`src/common/rtc_pkg.sv`:
```
// Purpose: Shared constants for the backup-domain real-time clock block
// Assumes: One clock domain, register port with one-cycle read latency
// Notes:   Word-indexed register map, each register one 32-bit word
package rtc_pkg;
  localparam int          ADDR_W        = 6;
  localparam int          DATA_W        = 32;
  localparam int          BKP_WORDS     = 10;
  localparam int          BKP_W         = 16;
  localparam int          PRESC_W       = 20;
  localparam int          CAL_W         = 7;
  localparam int          CAL_WIN_W     = 20;
  localparam int          CAL_OUT_DIV_W = 6;

  localparam logic [5:0]  OFS_CONTROL   = 6'h00;
  localparam logic [5:0]  OFS_STATUS    = 6'h01;
  localparam logic [5:0]  OFS_RELOAD    = 6'h02;
  localparam logic [5:0]  OFS_DIVIDER   = 6'h03;
  localparam logic [5:0]  OFS_COUNT     = 6'h04;
  localparam logic [5:0]  OFS_ALARM     = 6'h05;
  localparam logic [5:0]  OFS_CALIB     = 6'h06;
  localparam logic [5:0]  OFS_BKP_CTRL  = 6'h07;
  localparam logic [5:0]  OFS_PWR_CTRL  = 6'h08;
  localparam logic [5:0]  OFS_PWR_STAT  = 6'h09;
  localparam logic [5:0]  OFS_BKP_BASE  = 6'h10;

  // Control register bits
  localparam int          CTL_SEC_IE    = 0;
  localparam int          CTL_OVF_IE    = 1;
  localparam int          CTL_ALR_IE    = 2;
  // Status bits (write one to clear)
  localparam int          ST_SEC        = 0;
  localparam int          ST_OVF        = 1;
  localparam int          ST_ALR        = 2;
  localparam int          ST_TAMPER     = 3;
  // Calibration register bits
  localparam int          CAL_CCO       = 7;
  localparam int          CAL_ALARM_SECOND_OUTPUT_ENABLE      = 8;
  localparam int          CAL_ALARM_SECOND_OUTPUT_SELECT      = 9;
  // Backup control bits
  localparam int          BK_TPE        = 0;
  localparam int          BK_TAMPER_ACTIVE_LEVEL       = 1;
  localparam int          BK_TAMPER_INTERRUPT_ENABLE       = 2;
  // Power control bits
  localparam int          PW_DEEP_SLEEP_REGULATOR_LOWPOWER       = 0;
  localparam int          PW_POWER_DOWN_SELECT       = 1;
  localparam int          PW_SLEEPD     = 2;
  localparam int          PW_RESUME_PIN_ENABLE       = 3;
  localparam int          PW_WUF        = 4;

  localparam logic [19:0] RELOAD_RESET  = 20'h0_7FFF;

  typedef enum logic [1:0] {
    PWR_RUN     = 2'b00,
    PWR_STOP    = 2'b01,
    PWR_STANDBY = 2'b11
  } pwr_state_type;
endpackage

```
`src/hdl/rtc_backup_domain.sv`:
```
// Purpose: Backup-domain RTC: prescaler, counter, alarm, calibration, tamper, wake
// Assumes: i_clk is the RTC clock; i_rst_b is the backup-domain reset only
// Notes:   Backup reset only; system resets do not reach this block
//
// The address-and-strobe port and the address map were decided locally.
`timescale 1ns/1ps
`default_nettype none
module rtc_backup_domain
  import rtc_pkg::*;
#(
  parameter int PW = PRESC_W,
  parameter int NB = BKP_WORDS
) (
  // Clock, reset, enable
  input  wire logic              i_clk,
  input  wire logic              i_rst_b,
  input  wire logic              i_ce,
  // Register port
  input  wire logic [ADDR_W-1:0] i_addr,
  input  wire logic [DATA_W-1:0] i_wdata,
  input  wire logic              i_wr,
  input  wire logic              i_rd,
  output logic      [DATA_W-1:0] o_rdata,
  // Tamper / calibration pin
  input  wire logic              i_tamper_pin,
  output logic                   o_tamper_pin,
  output logic                   o_tamper_pin_oe,
  // Wake sources and power control
  input  wire logic              i_wake_pin,
  input  wire logic              i_wfi,
  input  wire logic              i_line_wake,
  input  wire logic              i_voltage_wake,
  input  wire logic              i_usb_wake,
  output logic                   o_stop_mode,
  output logic                   o_standby_mode,
  output logic                   o_regulator_lowpower,
  output logic                   o_wake_clock_revert,
  output logic                   o_restart_request,
  // Events
  output logic                   o_irq_second,
  output logic                   o_irq_overflow,
  output logic                   o_irq_alarm,
  output logic                   o_irq_tamper
);
  logic [PW-1:0]        reload_reg, presc_reg;
  logic [DATA_W-1:0]    count_reg, alarm_reg;
  logic [2:0]           ctl_reg;
  logic [3:0]           status_reg;
  logic [9:0]           calib_reg;
  logic [2:0]           bkctl_reg;
  logic [4:0]           pwr_reg;
  logic [CAL_WIN_W-1:0] win_reg;
  logic [CAL_W-1:0]     blank_reg;
  logic [CAL_OUT_DIV_W-1:0] div64_reg;
  logic                 tamper_d_reg, wake_d_reg;
  logic                 rd_bkp_reg;
  logic [DATA_W-1:0]    rdata_next, rdata_reg;
  pwr_state_type        pstate_reg, pstate_next;
  logic                 restart_reg, revert_reg;
  logic                 cco_d_reg;
  logic [BKP_W-1:0]     rdata_bkp;
  localparam int        BKP_IDX_W = $clog2(NB);

  // Register decode
  wire logic sel_ctl = (i_addr == OFS_CONTROL);
  wire logic sel_st  = (i_addr == OFS_STATUS);
  wire logic sel_rl  = (i_addr == OFS_RELOAD);
  wire logic sel_cnt = (i_addr == OFS_COUNT);
  wire logic sel_alr = (i_addr == OFS_ALARM);
  wire logic sel_cal = (i_addr == OFS_CALIB);
  wire logic sel_bk  = (i_addr == OFS_BKP_CTRL);
  wire logic sel_pw  = (i_addr == OFS_PWR_CTRL);
  wire logic sel_ps  = (i_addr == OFS_PWR_STAT);
  wire logic sel_bkp = (i_addr >= OFS_BKP_BASE) &&
                       (i_addr < OFS_BKP_BASE + ADDR_W'(NB));
  wire logic [BKP_IDX_W-1:0] bkp_idx = BKP_IDX_W'(i_addr - OFS_BKP_BASE);

  // Calibration blanking: skip the first N cycles of each window
  wire logic win_wrap  = (win_reg == '1);
  wire logic blank_now = (blank_reg != '0);
  // Prescaler advances only on unblanked cycles, time base = clk/(reload+1)
  wire logic presc_tick = !blank_now && (presc_reg == '0);
  wire logic cnt_ovf    = presc_tick && (count_reg == '1);
  wire logic alarm_hit  = presc_tick && ((count_reg + 1'b1) == alarm_reg);

  // Tamper pin shared with calibration output
  wire logic cco_on     = calib_reg[CAL_CCO];
  // One quiet cycle after the divided clock leaves the pin, so its last level is no edge
  wire logic tamper_arm = bkctl_reg[BK_TPE] && !cco_on && !cco_d_reg;
  wire logic edge_rise  = i_tamper_pin && !tamper_d_reg;
  wire logic edge_fall  = !i_tamper_pin && tamper_d_reg;
  wire logic tamper_evt = tamper_arm &&
                          (bkctl_reg[BK_TAMPER_ACTIVE_LEVEL] ? edge_fall : edge_rise);
  wire logic wake_rise  = i_wake_pin && !wake_d_reg && pwr_reg[PW_RESUME_PIN_ENABLE];

  // Hardware set wins over software write-one-clear
  wire logic [3:0] st_set = {tamper_evt, alarm_hit, cnt_ovf, presc_tick};
  wire logic [3:0] st_clr = (i_wr && sel_st) ? i_wdata[3:0] : 4'h0;

  wire logic [PW-1:0] presc_next =
      (i_wr && sel_rl) ? i_wdata[PW-1:0] :
      blank_now        ? presc_reg :
      presc_tick       ? reload_reg : presc_reg - 1'b1;

  wire logic [DATA_W-1:0] count_next =
      (i_wr && sel_cnt) ? i_wdata :
      presc_tick        ? count_reg + 1'b1 : count_reg;

  // Power state sequencing
  always_comb begin
    pstate_next = pstate_reg;
    case (pstate_reg)
      PWR_RUN: begin
        if (i_wfi && pwr_reg[PW_SLEEPD]) begin
          pstate_next = pwr_reg[PW_POWER_DOWN_SELECT] ? PWR_STANDBY : PWR_STOP;
        end
      end
      PWR_STOP: begin
        if (i_line_wake || alarm_hit || i_voltage_wake || i_usb_wake) begin
          pstate_next = PWR_RUN;
        end
      end
      PWR_STANDBY: begin
        if (wake_rise || alarm_hit) begin
          pstate_next = PWR_RUN;
        end
      end
      default: pstate_next = PWR_RUN;
    endcase
  end

  // Read mux
  always_comb begin
    rdata_next = '0;
    if (sel_ctl) begin
      rdata_next[2:0] = ctl_reg;
    end else if (sel_st) begin
      rdata_next[3:0] = status_reg;
    end else if (sel_rl) begin
      rdata_next[PW-1:0] = reload_reg;
    end else if (i_addr == OFS_DIVIDER) begin
      rdata_next[PW-1:0] = presc_reg;
    end else if (sel_cnt) begin
      rdata_next = count_reg;
    end else if (sel_alr) begin
      rdata_next = alarm_reg;
    end else if (sel_cal) begin
      rdata_next[9:0] = calib_reg;
    end else if (sel_bk) begin
      rdata_next[2:0] = bkctl_reg;
    end else if (sel_pw || sel_ps) begin
      rdata_next[4:0] = pwr_reg;
    end
  end

  rtc_backup_mem #(
    .WORDS (NB),
    .W     (BKP_W)
  ) u_mem (
    .i_clk   (i_clk),
    .i_rst_b (i_rst_b),
    .i_ce    (i_ce),
    .i_wr    (i_wr && sel_bkp),
    .i_addr  (bkp_idx),
    .i_wdata (i_wdata[BKP_W-1:0]),
    .i_wipe  (tamper_evt),
    .o_rdata (rdata_bkp)
  );

  // Only the backup-domain reset clears this state; system resets are not wired here
  always_ff @(posedge i_clk or negedge i_rst_b) begin
    if (!i_rst_b) begin
      reload_reg   <= PW'(RELOAD_RESET);
      presc_reg    <= PW'(RELOAD_RESET);
      count_reg    <= '0;
      alarm_reg    <= '1;
      ctl_reg      <= '0;
      status_reg   <= '0;
      calib_reg    <= '0;
      bkctl_reg    <= '0;
      win_reg      <= '0;
      blank_reg    <= '0;
      div64_reg    <= '0;
      tamper_d_reg <= 1'b0;
      cco_d_reg    <= 1'b0;
      wake_d_reg   <= 1'b0;
      rd_bkp_reg   <= 1'b0;
      rdata_reg    <= '0;
    end else if (i_ce) begin
      presc_reg    <= presc_next;
      count_reg    <= count_next;
      win_reg      <= win_reg + 1'b1;
      blank_reg    <= win_wrap ? calib_reg[CAL_W-1:0] :
                      blank_now ? blank_reg - 1'b1 : blank_reg;
      div64_reg    <= div64_reg + 1'b1;
      status_reg   <= (status_reg & ~st_clr) | st_set;
      tamper_d_reg <= i_tamper_pin;
      cco_d_reg    <= cco_on;
      wake_d_reg   <= i_wake_pin;
      rd_bkp_reg   <= i_rd && sel_bkp;
      rdata_reg    <= rdata_next;
      if (i_wr && sel_rl)  reload_reg <= i_wdata[PW-1:0];
      if (i_wr && sel_alr) alarm_reg  <= i_wdata;
      if (i_wr && sel_ctl) ctl_reg    <= i_wdata[2:0];
      if (i_wr && sel_cal) calib_reg  <= i_wdata[9:0];
      if (i_wr && sel_bk)  bkctl_reg  <= i_wdata[2:0];
    end
  end

  // Power controls; wake flag set by hardware wins over clear
  always_ff @(posedge i_clk or negedge i_rst_b) begin
    if (!i_rst_b) begin
      pwr_reg     <= '0;
      pstate_reg  <= PWR_RUN;
      restart_reg <= 1'b0;
      revert_reg  <= 1'b0;
    end else if (i_ce) begin
      pstate_reg  <= pstate_next;
      restart_reg <= (pstate_reg == PWR_STANDBY) && (pstate_next == PWR_RUN);
      revert_reg  <= (pstate_reg == PWR_STOP) && (pstate_next == PWR_RUN);
      if (i_wr && sel_pw) pwr_reg[3:0] <= i_wdata[3:0];
      if (wake_rise || (pstate_reg != PWR_RUN && pstate_next == PWR_RUN)) begin
        pwr_reg[PW_WUF] <= 1'b1;
      end else if (i_wr && sel_ps && i_wdata[PW_WUF]) begin
        pwr_reg[PW_WUF] <= 1'b0;
      end
      if (pstate_next != PWR_RUN && pstate_reg != PWR_RUN) begin
        pwr_reg[PW_SLEEPD] <= 1'b0;
      end
    end
  end

  // Outputs
  assign o_rdata              = rd_bkp_reg ? {{(DATA_W-BKP_W){1'b0}}, rdata_bkp} : rdata_reg;
  assign o_tamper_pin         = div64_reg[CAL_OUT_DIV_W-1];
  assign o_tamper_pin_oe      = cco_on;
  assign o_stop_mode          = (pstate_reg == PWR_STOP);
  assign o_standby_mode       = (pstate_reg == PWR_STANDBY);
  assign o_regulator_lowpower = o_stop_mode && pwr_reg[PW_DEEP_SLEEP_REGULATOR_LOWPOWER];
  assign o_wake_clock_revert  = revert_reg;
  assign o_restart_request    = restart_reg;
  assign o_irq_second         = status_reg[ST_SEC] && ctl_reg[CTL_SEC_IE];
  assign o_irq_overflow       = status_reg[ST_OVF] && ctl_reg[CTL_OVF_IE];
  assign o_irq_alarm          = status_reg[ST_ALR] && ctl_reg[CTL_ALR_IE];
  assign o_irq_tamper         = status_reg[ST_TAMPER] && bkctl_reg[BK_TAMPER_INTERRUPT_ENABLE];
endmodule
`default_nettype wire

```
`src/hdl/rtc_backup_mem.sv`:
```
// Purpose: Backup data word store with registered read and bulk wipe
// Assumes: Wipe has priority over a write in the same cycle
// Notes:   Read data come from a register
`timescale 1ns/1ps
`default_nettype none
module rtc_backup_mem #(
  parameter int WORDS = 10,
  parameter int W     = 16
) (
  // Clock and reset
  input  wire logic                     i_clk,
  input  wire logic                     i_rst_b,
  input  wire logic                     i_ce,
  // Access
  input  wire logic                     i_wr,
  input  wire logic [$clog2(WORDS)-1:0] i_addr,
  input  wire logic [W-1:0]             i_wdata,
  input  wire logic                     i_wipe,
  output logic      [W-1:0]             o_rdata
);
  logic [W-1:0] mem_reg [WORDS];

  always_ff @(posedge i_clk or negedge i_rst_b) begin
    if (!i_rst_b) begin
      for (int k = 0; k < WORDS; k++) mem_reg[k] <= '0;
      o_rdata <= '0;
    end else if (i_ce) begin
      if (i_wipe) begin
        for (int k = 0; k < WORDS; k++) mem_reg[k] <= '0;
      end else if (i_wr) begin
        mem_reg[i_addr] <= i_wdata;
      end
      o_rdata <= i_wipe ? '0 : mem_reg[i_addr];
    end
  end
endmodule
`default_nettype wire

```
`config.mk`:
```
export PLATFORM = sky130hd
export DESIGN_NAME = rtc_backup_domain
export DESIGN_NICKNAME = d
export VERILOG_FILES = /design/src/common/rtc_pkg.sv /design/src/hdl/rtc_backup_domain.sv /design/src/hdl/rtc_backup_mem.sv
export SDC_FILE = /design/constraint.sdc
export NUM_CORES = 1
export LEC_CHECK = 0
export ABC_AREA = 1
export BUFFER_PORTS_ARGS = -buffer_cell sky130_fd_sc_hd__buf_2
export CAP_MARGIN = 20
export CORE_ASPECT_RATIO = 1.75
export CORE_MARGIN = 1.5
export CORE_UTILIZATION = 40
export DETAILED_ROUTE_END_ITERATION = 16
export MAX_ROUTING_LAYER = met4
export PLACE_DENSITY = 0.67
export SLEW_MARGIN = 10
export SYNTH_ARGS = -nofsm -noshare
export SYNTH_HDL_FRONTEND = slang
export SYNTH_SLANG_ARGS = --single-unit
```
`constraint.sdc`:
```
create_clock -name i_clk -period 2.2 [get_ports i_clk]
set_clock_uncertainty 0.15 [all_clocks]
set_input_delay 0.11 -clock i_clk [delete_from_list [all_inputs] [get_ports i_clk]]
set_output_delay 0.11 -clock i_clk [all_outputs]
set_load 0.02 [all_outputs]
```
==> summary.md <==
| Metric | Value |
|---|---|
| Largest net degree at the start of global routing | `76` |
| Die ar. | `49400 um2` |
| Ys flop type | `dfrtp_1` |
| Initial antenna violation count | `0` |
| Multiplexer share of the synthesized area | `0%` |
| MaxCap Viol Count | `0` |
| Routed vias | `roughly 19k` |
| Startpoint Class | `flop` |
| Layout area overhead | `42.1%` |
| WL final | `74300 um` |
| Final Hold Violating Endpoints | `0` |
| Leak | `roughly 13 nW` |
| Hold Path Origin | `i_addr[4]` |
| Reg-to-reg setup timing slack | `-0.46 ns` |
| Xor-xnor portion of the synthesized cell area | `2.41%` |
| Max clock buf depth | `3` |
| Syn Nets | `2421` |
| Vert. Die Dim | `slightly below 300 um` |
| DRC Markers | `0` |
| Min-Delay Path Class | `in2reg` |
| RR Endpoint | `pwr_reg[2]$_DFFE_PN0P_` |
| Post-synthesis sequential area ratio | `49.6%` |
| CP endpoint kind | `flop` |
| First-pass GRT wire length | `around 110000 um` |
| Starting Density | `40.4%` |
| First-pass iteration count of the detailed router | `6` |
| Max reg flops | `160` |
| Failing checks | `setup timing` |
| Hold_ws | `0.0259 ns` |
| Filler instances | `4051` |
| Crit share post-route | `121%` |
| Post-synth EDFFs | `0` |
| Vias in the first global route | `between 15k and 20k` |
| Cells after synthesis | `around 2.4k` |
| Hpwl dp | `48900 um` |
| Wirelength per Cell | `21.9 um` |
| Worst skew pair latency | `0.54 ns` |
| Reg2reg start | `count_reg[0]$_DFFE_PN0P_` |
| Num rows | `around 110` |
| Fmax | `376 MHz` |
| GP Congestion | `0.961` |
| Finish-stage setup viols | `153` |
| Worst-Margin Slew | `about 0.89 ns` |
| CTS root buffer | `clkbuf_16` |
| Antenna cells | `0` |
| Fraction of registers with async set/reset | `100%` |
| Minimum clock period | `2.66 ns` |
| Synth Area in Compound Gates | `20.2%` |
| FF+latch count, synth | `378` |
| H-tree depth | `2` |
| Mapped Area | `19200 um2` |
| Core ar. | `47600 um2` |
| Worst R2R Path Depth | `19` |
| Largest family of logic cells by synthesized area | `compound AO/OA/AOI/OAI gates` |
| Post-route ant nets | `0` |
| WHS Endpoint | `rd_bkp_reg$_DFFE_PN0P_` |
| All-layer global routing usage | `~30%` |
| Worst EP required | `2.49 ns` |
| Critical path class | `reg2reg` |
| Final Power | `20.4 mW` |
| Placed cell count | `around 3.2k` |
| Port Buffers | `91` |
| Slew headroom | `40.4%` |
| PD cells | `746 nW/um2` |
| Critical path fanouts, max | `5` |
| I/O pin count | `92` |
| CTS buffer count | `37` |
| Avg Cell Area, Syn | `8.12 um2` |
| Clk sinks | `378` |
| Synth Area in Simple Gates | `19.0%` |
| Grt total ovfl | `0` |
| Fin. max-slew vios | `0` |
| Commonest non-fill, non-tap cell in the layout | `nand2_1` |
| Most frequent cells in the layout | `437 x nand2_1, 314 x dfrtp_1, 278 x inv_1` |
| Post-Layout Cell Count | `3395` |
| Netlist cell types | `49` |
| CTS tree | `yes` |
| Hold Crit Depth | `4` |
| Crit path DAT | `2.95 ns` |
| DR vias/cell | `between 5 and 6` |
| Status | `complete, but fails checks` |
| Reg clk slew, reported paths | `0.06 ns` |
| Fraction of layout cells with a size suffix above 1 | `34.3%` |
| Worst vdd ir | `0.661 mV` |
| Fin nets | `2827` |
| Synth Area in Adders | `0.326%` |
| RSZ-0062 raised after global routing | `true` |
| Starting DRT DRC Count | `1372` |
| Yosys warning count | `0` |
| Setup WS post-layout | `-0.458 ns` |
| Die W | `169 um` |
[cell usage after synthesis (5+ instances only)]
library cell	count	area, um2
nand2_1	553	2080
dfrtp_1	316	7910
o21ai_0	299	1500
inv_1	293	1100
nor2_1	156	586
nand3_1	103	515
clkbuf_1	100	375
o22ai_1	91	569
dfstp_2	62	1630
a22oi_1	53	398
o211ai_1	45	338
o221ai_1	38	333
a21oi_1	35	175
xor2_1	34	298
a31oi_1	22	138
buf_2	17	85.1
o21ai_1	15	75.1
a22o_1	14	123
nand4_1	14	87.6
o2111ai_1	11	96.3
xnor2_1	11	96.3
nor3_1	10	50.1
nor2_2	8	50.1
a221oi_1	6	52.6
inv_2	6	22.5
nand2_2	6	37.5
nor2_4	6	67.6
ha_1	5	62.6
[worst max-delay path: stages, from the launching register on]
cell,delay (ns)
dfrtp_2,0.41
ha_4,0.16
nand2_4,0.07
nor2_8,0.22
nand2_8,0.10
nor2_4,0.15
buf_4,0.12
nand3_1,0.09
nand2_1,0.11
nand3b_1,0.10
nand2_2,0.14
nor2_2,0.05
nand2_2,0.09
nor2_4,0.05
nand3_4,0.15
nand2_4,0.08
o21ai_1,0.11
nand2_1,0.06
nand2_1,0.07
nand2_1,0.06
[layer usage]
metal	vias to the layer above	global-route usage [%]	routed length (um)
met5	-	-	0
met4	0	25.3	7570
met3	380	3.23	3250
met2	820	52.1	38500
met1	9333	29.0	25000
li1	8789	-	-
[what timing repair did]
item / CTS / global route
setup endpoints to repair: 194 / 240
pin swaps: 29 / 68
hold buffers: 43 / 0
buffers inserted: 30 / 19
endpoints found under the hold margin: 436 / 0
cloned: 16 / 7
gates resized for setup: 201 / 459
[per-stage QoR]
step | util (%) | instance area, um2 | setup WS, ns | setup TNS (ns)
after floorplan | - | 19300 | -0.00821 | -0.0105
after global placement | 47.5 | 22600 | -0.548 | -16.50
after detailed placement | 47.5 | 22600 | -0.618 | -23.29
after CTS | 53.4 | 25400 | -0.449 | -10.95
after global routing | 57.4 | 27300 | -0.599 | -28.51
final | 57.4 | 27300 | -0.458 | -10.22
[power breakdown]
| part | internal (mW) | switching, mW |
|---|---|---|
| Sequential | 8.05 | 0.675 |
| Clock | 3.77 | 2.81 |
| Combinational | 2.34 | 2.74 |
| Total | 14.2 | 6.23 |
[final cells by class]
type,count,area (um2),share of cell area (%)
inverters,303,1150,4.23
repair buffers,488,4520,16.6
flip-flops and latches,378,9540,34.9
multi-input cells,1565,10100,37.0
clock buffers,58,1170,4.27
clock inverters,9,75.1,0.275
well taps,594,743,2.72
[cell families after synthesis]
logic type / count (synthesis)
adders and majority gates: 5
and+or+nand+nor: 874
DFF: 378
AOI/OAI and AO/OA: 638
buffers and inverters: 424
xor gates and xnor gates: 48
[worst max path at each step]
| stage | endpoint | from | slack, ns |
|---|---|---|---|
| 2_1_floorplan | pwr_reg[2]$_DFFE_PN0P_ | blank_reg[0]$_DFFE_PN0P_ | -0.008 |
| 3_3_place_gp | pwr_reg[2]$_DFFE_PN0P_ | count_reg[10]$_DFFE_PN0P_ | -0.55 |
| 3_5_place_dp | pwr_reg[2]$_DFFE_PN0P_ | count_reg[1]$_DFFE_PN0P_ | -0.62 |
| 4_1_cts | pwr_reg[2]$_DFFE_PN0P_ | count_reg[0]$_DFFE_PN0P_ | -0.45 |
| 5_1_grt | pwr_reg[2]$_DFFE_PN0P_ | count_reg[0]$_DFFE_PN0P_ | -0.60 |
| 6_report | pwr_reg[2]$_DFFE_PN0P_ | count_reg[0]$_DFFE_PN0P_ | -0.46 |
Note: power is estimated with default switching activity, not from simulation.
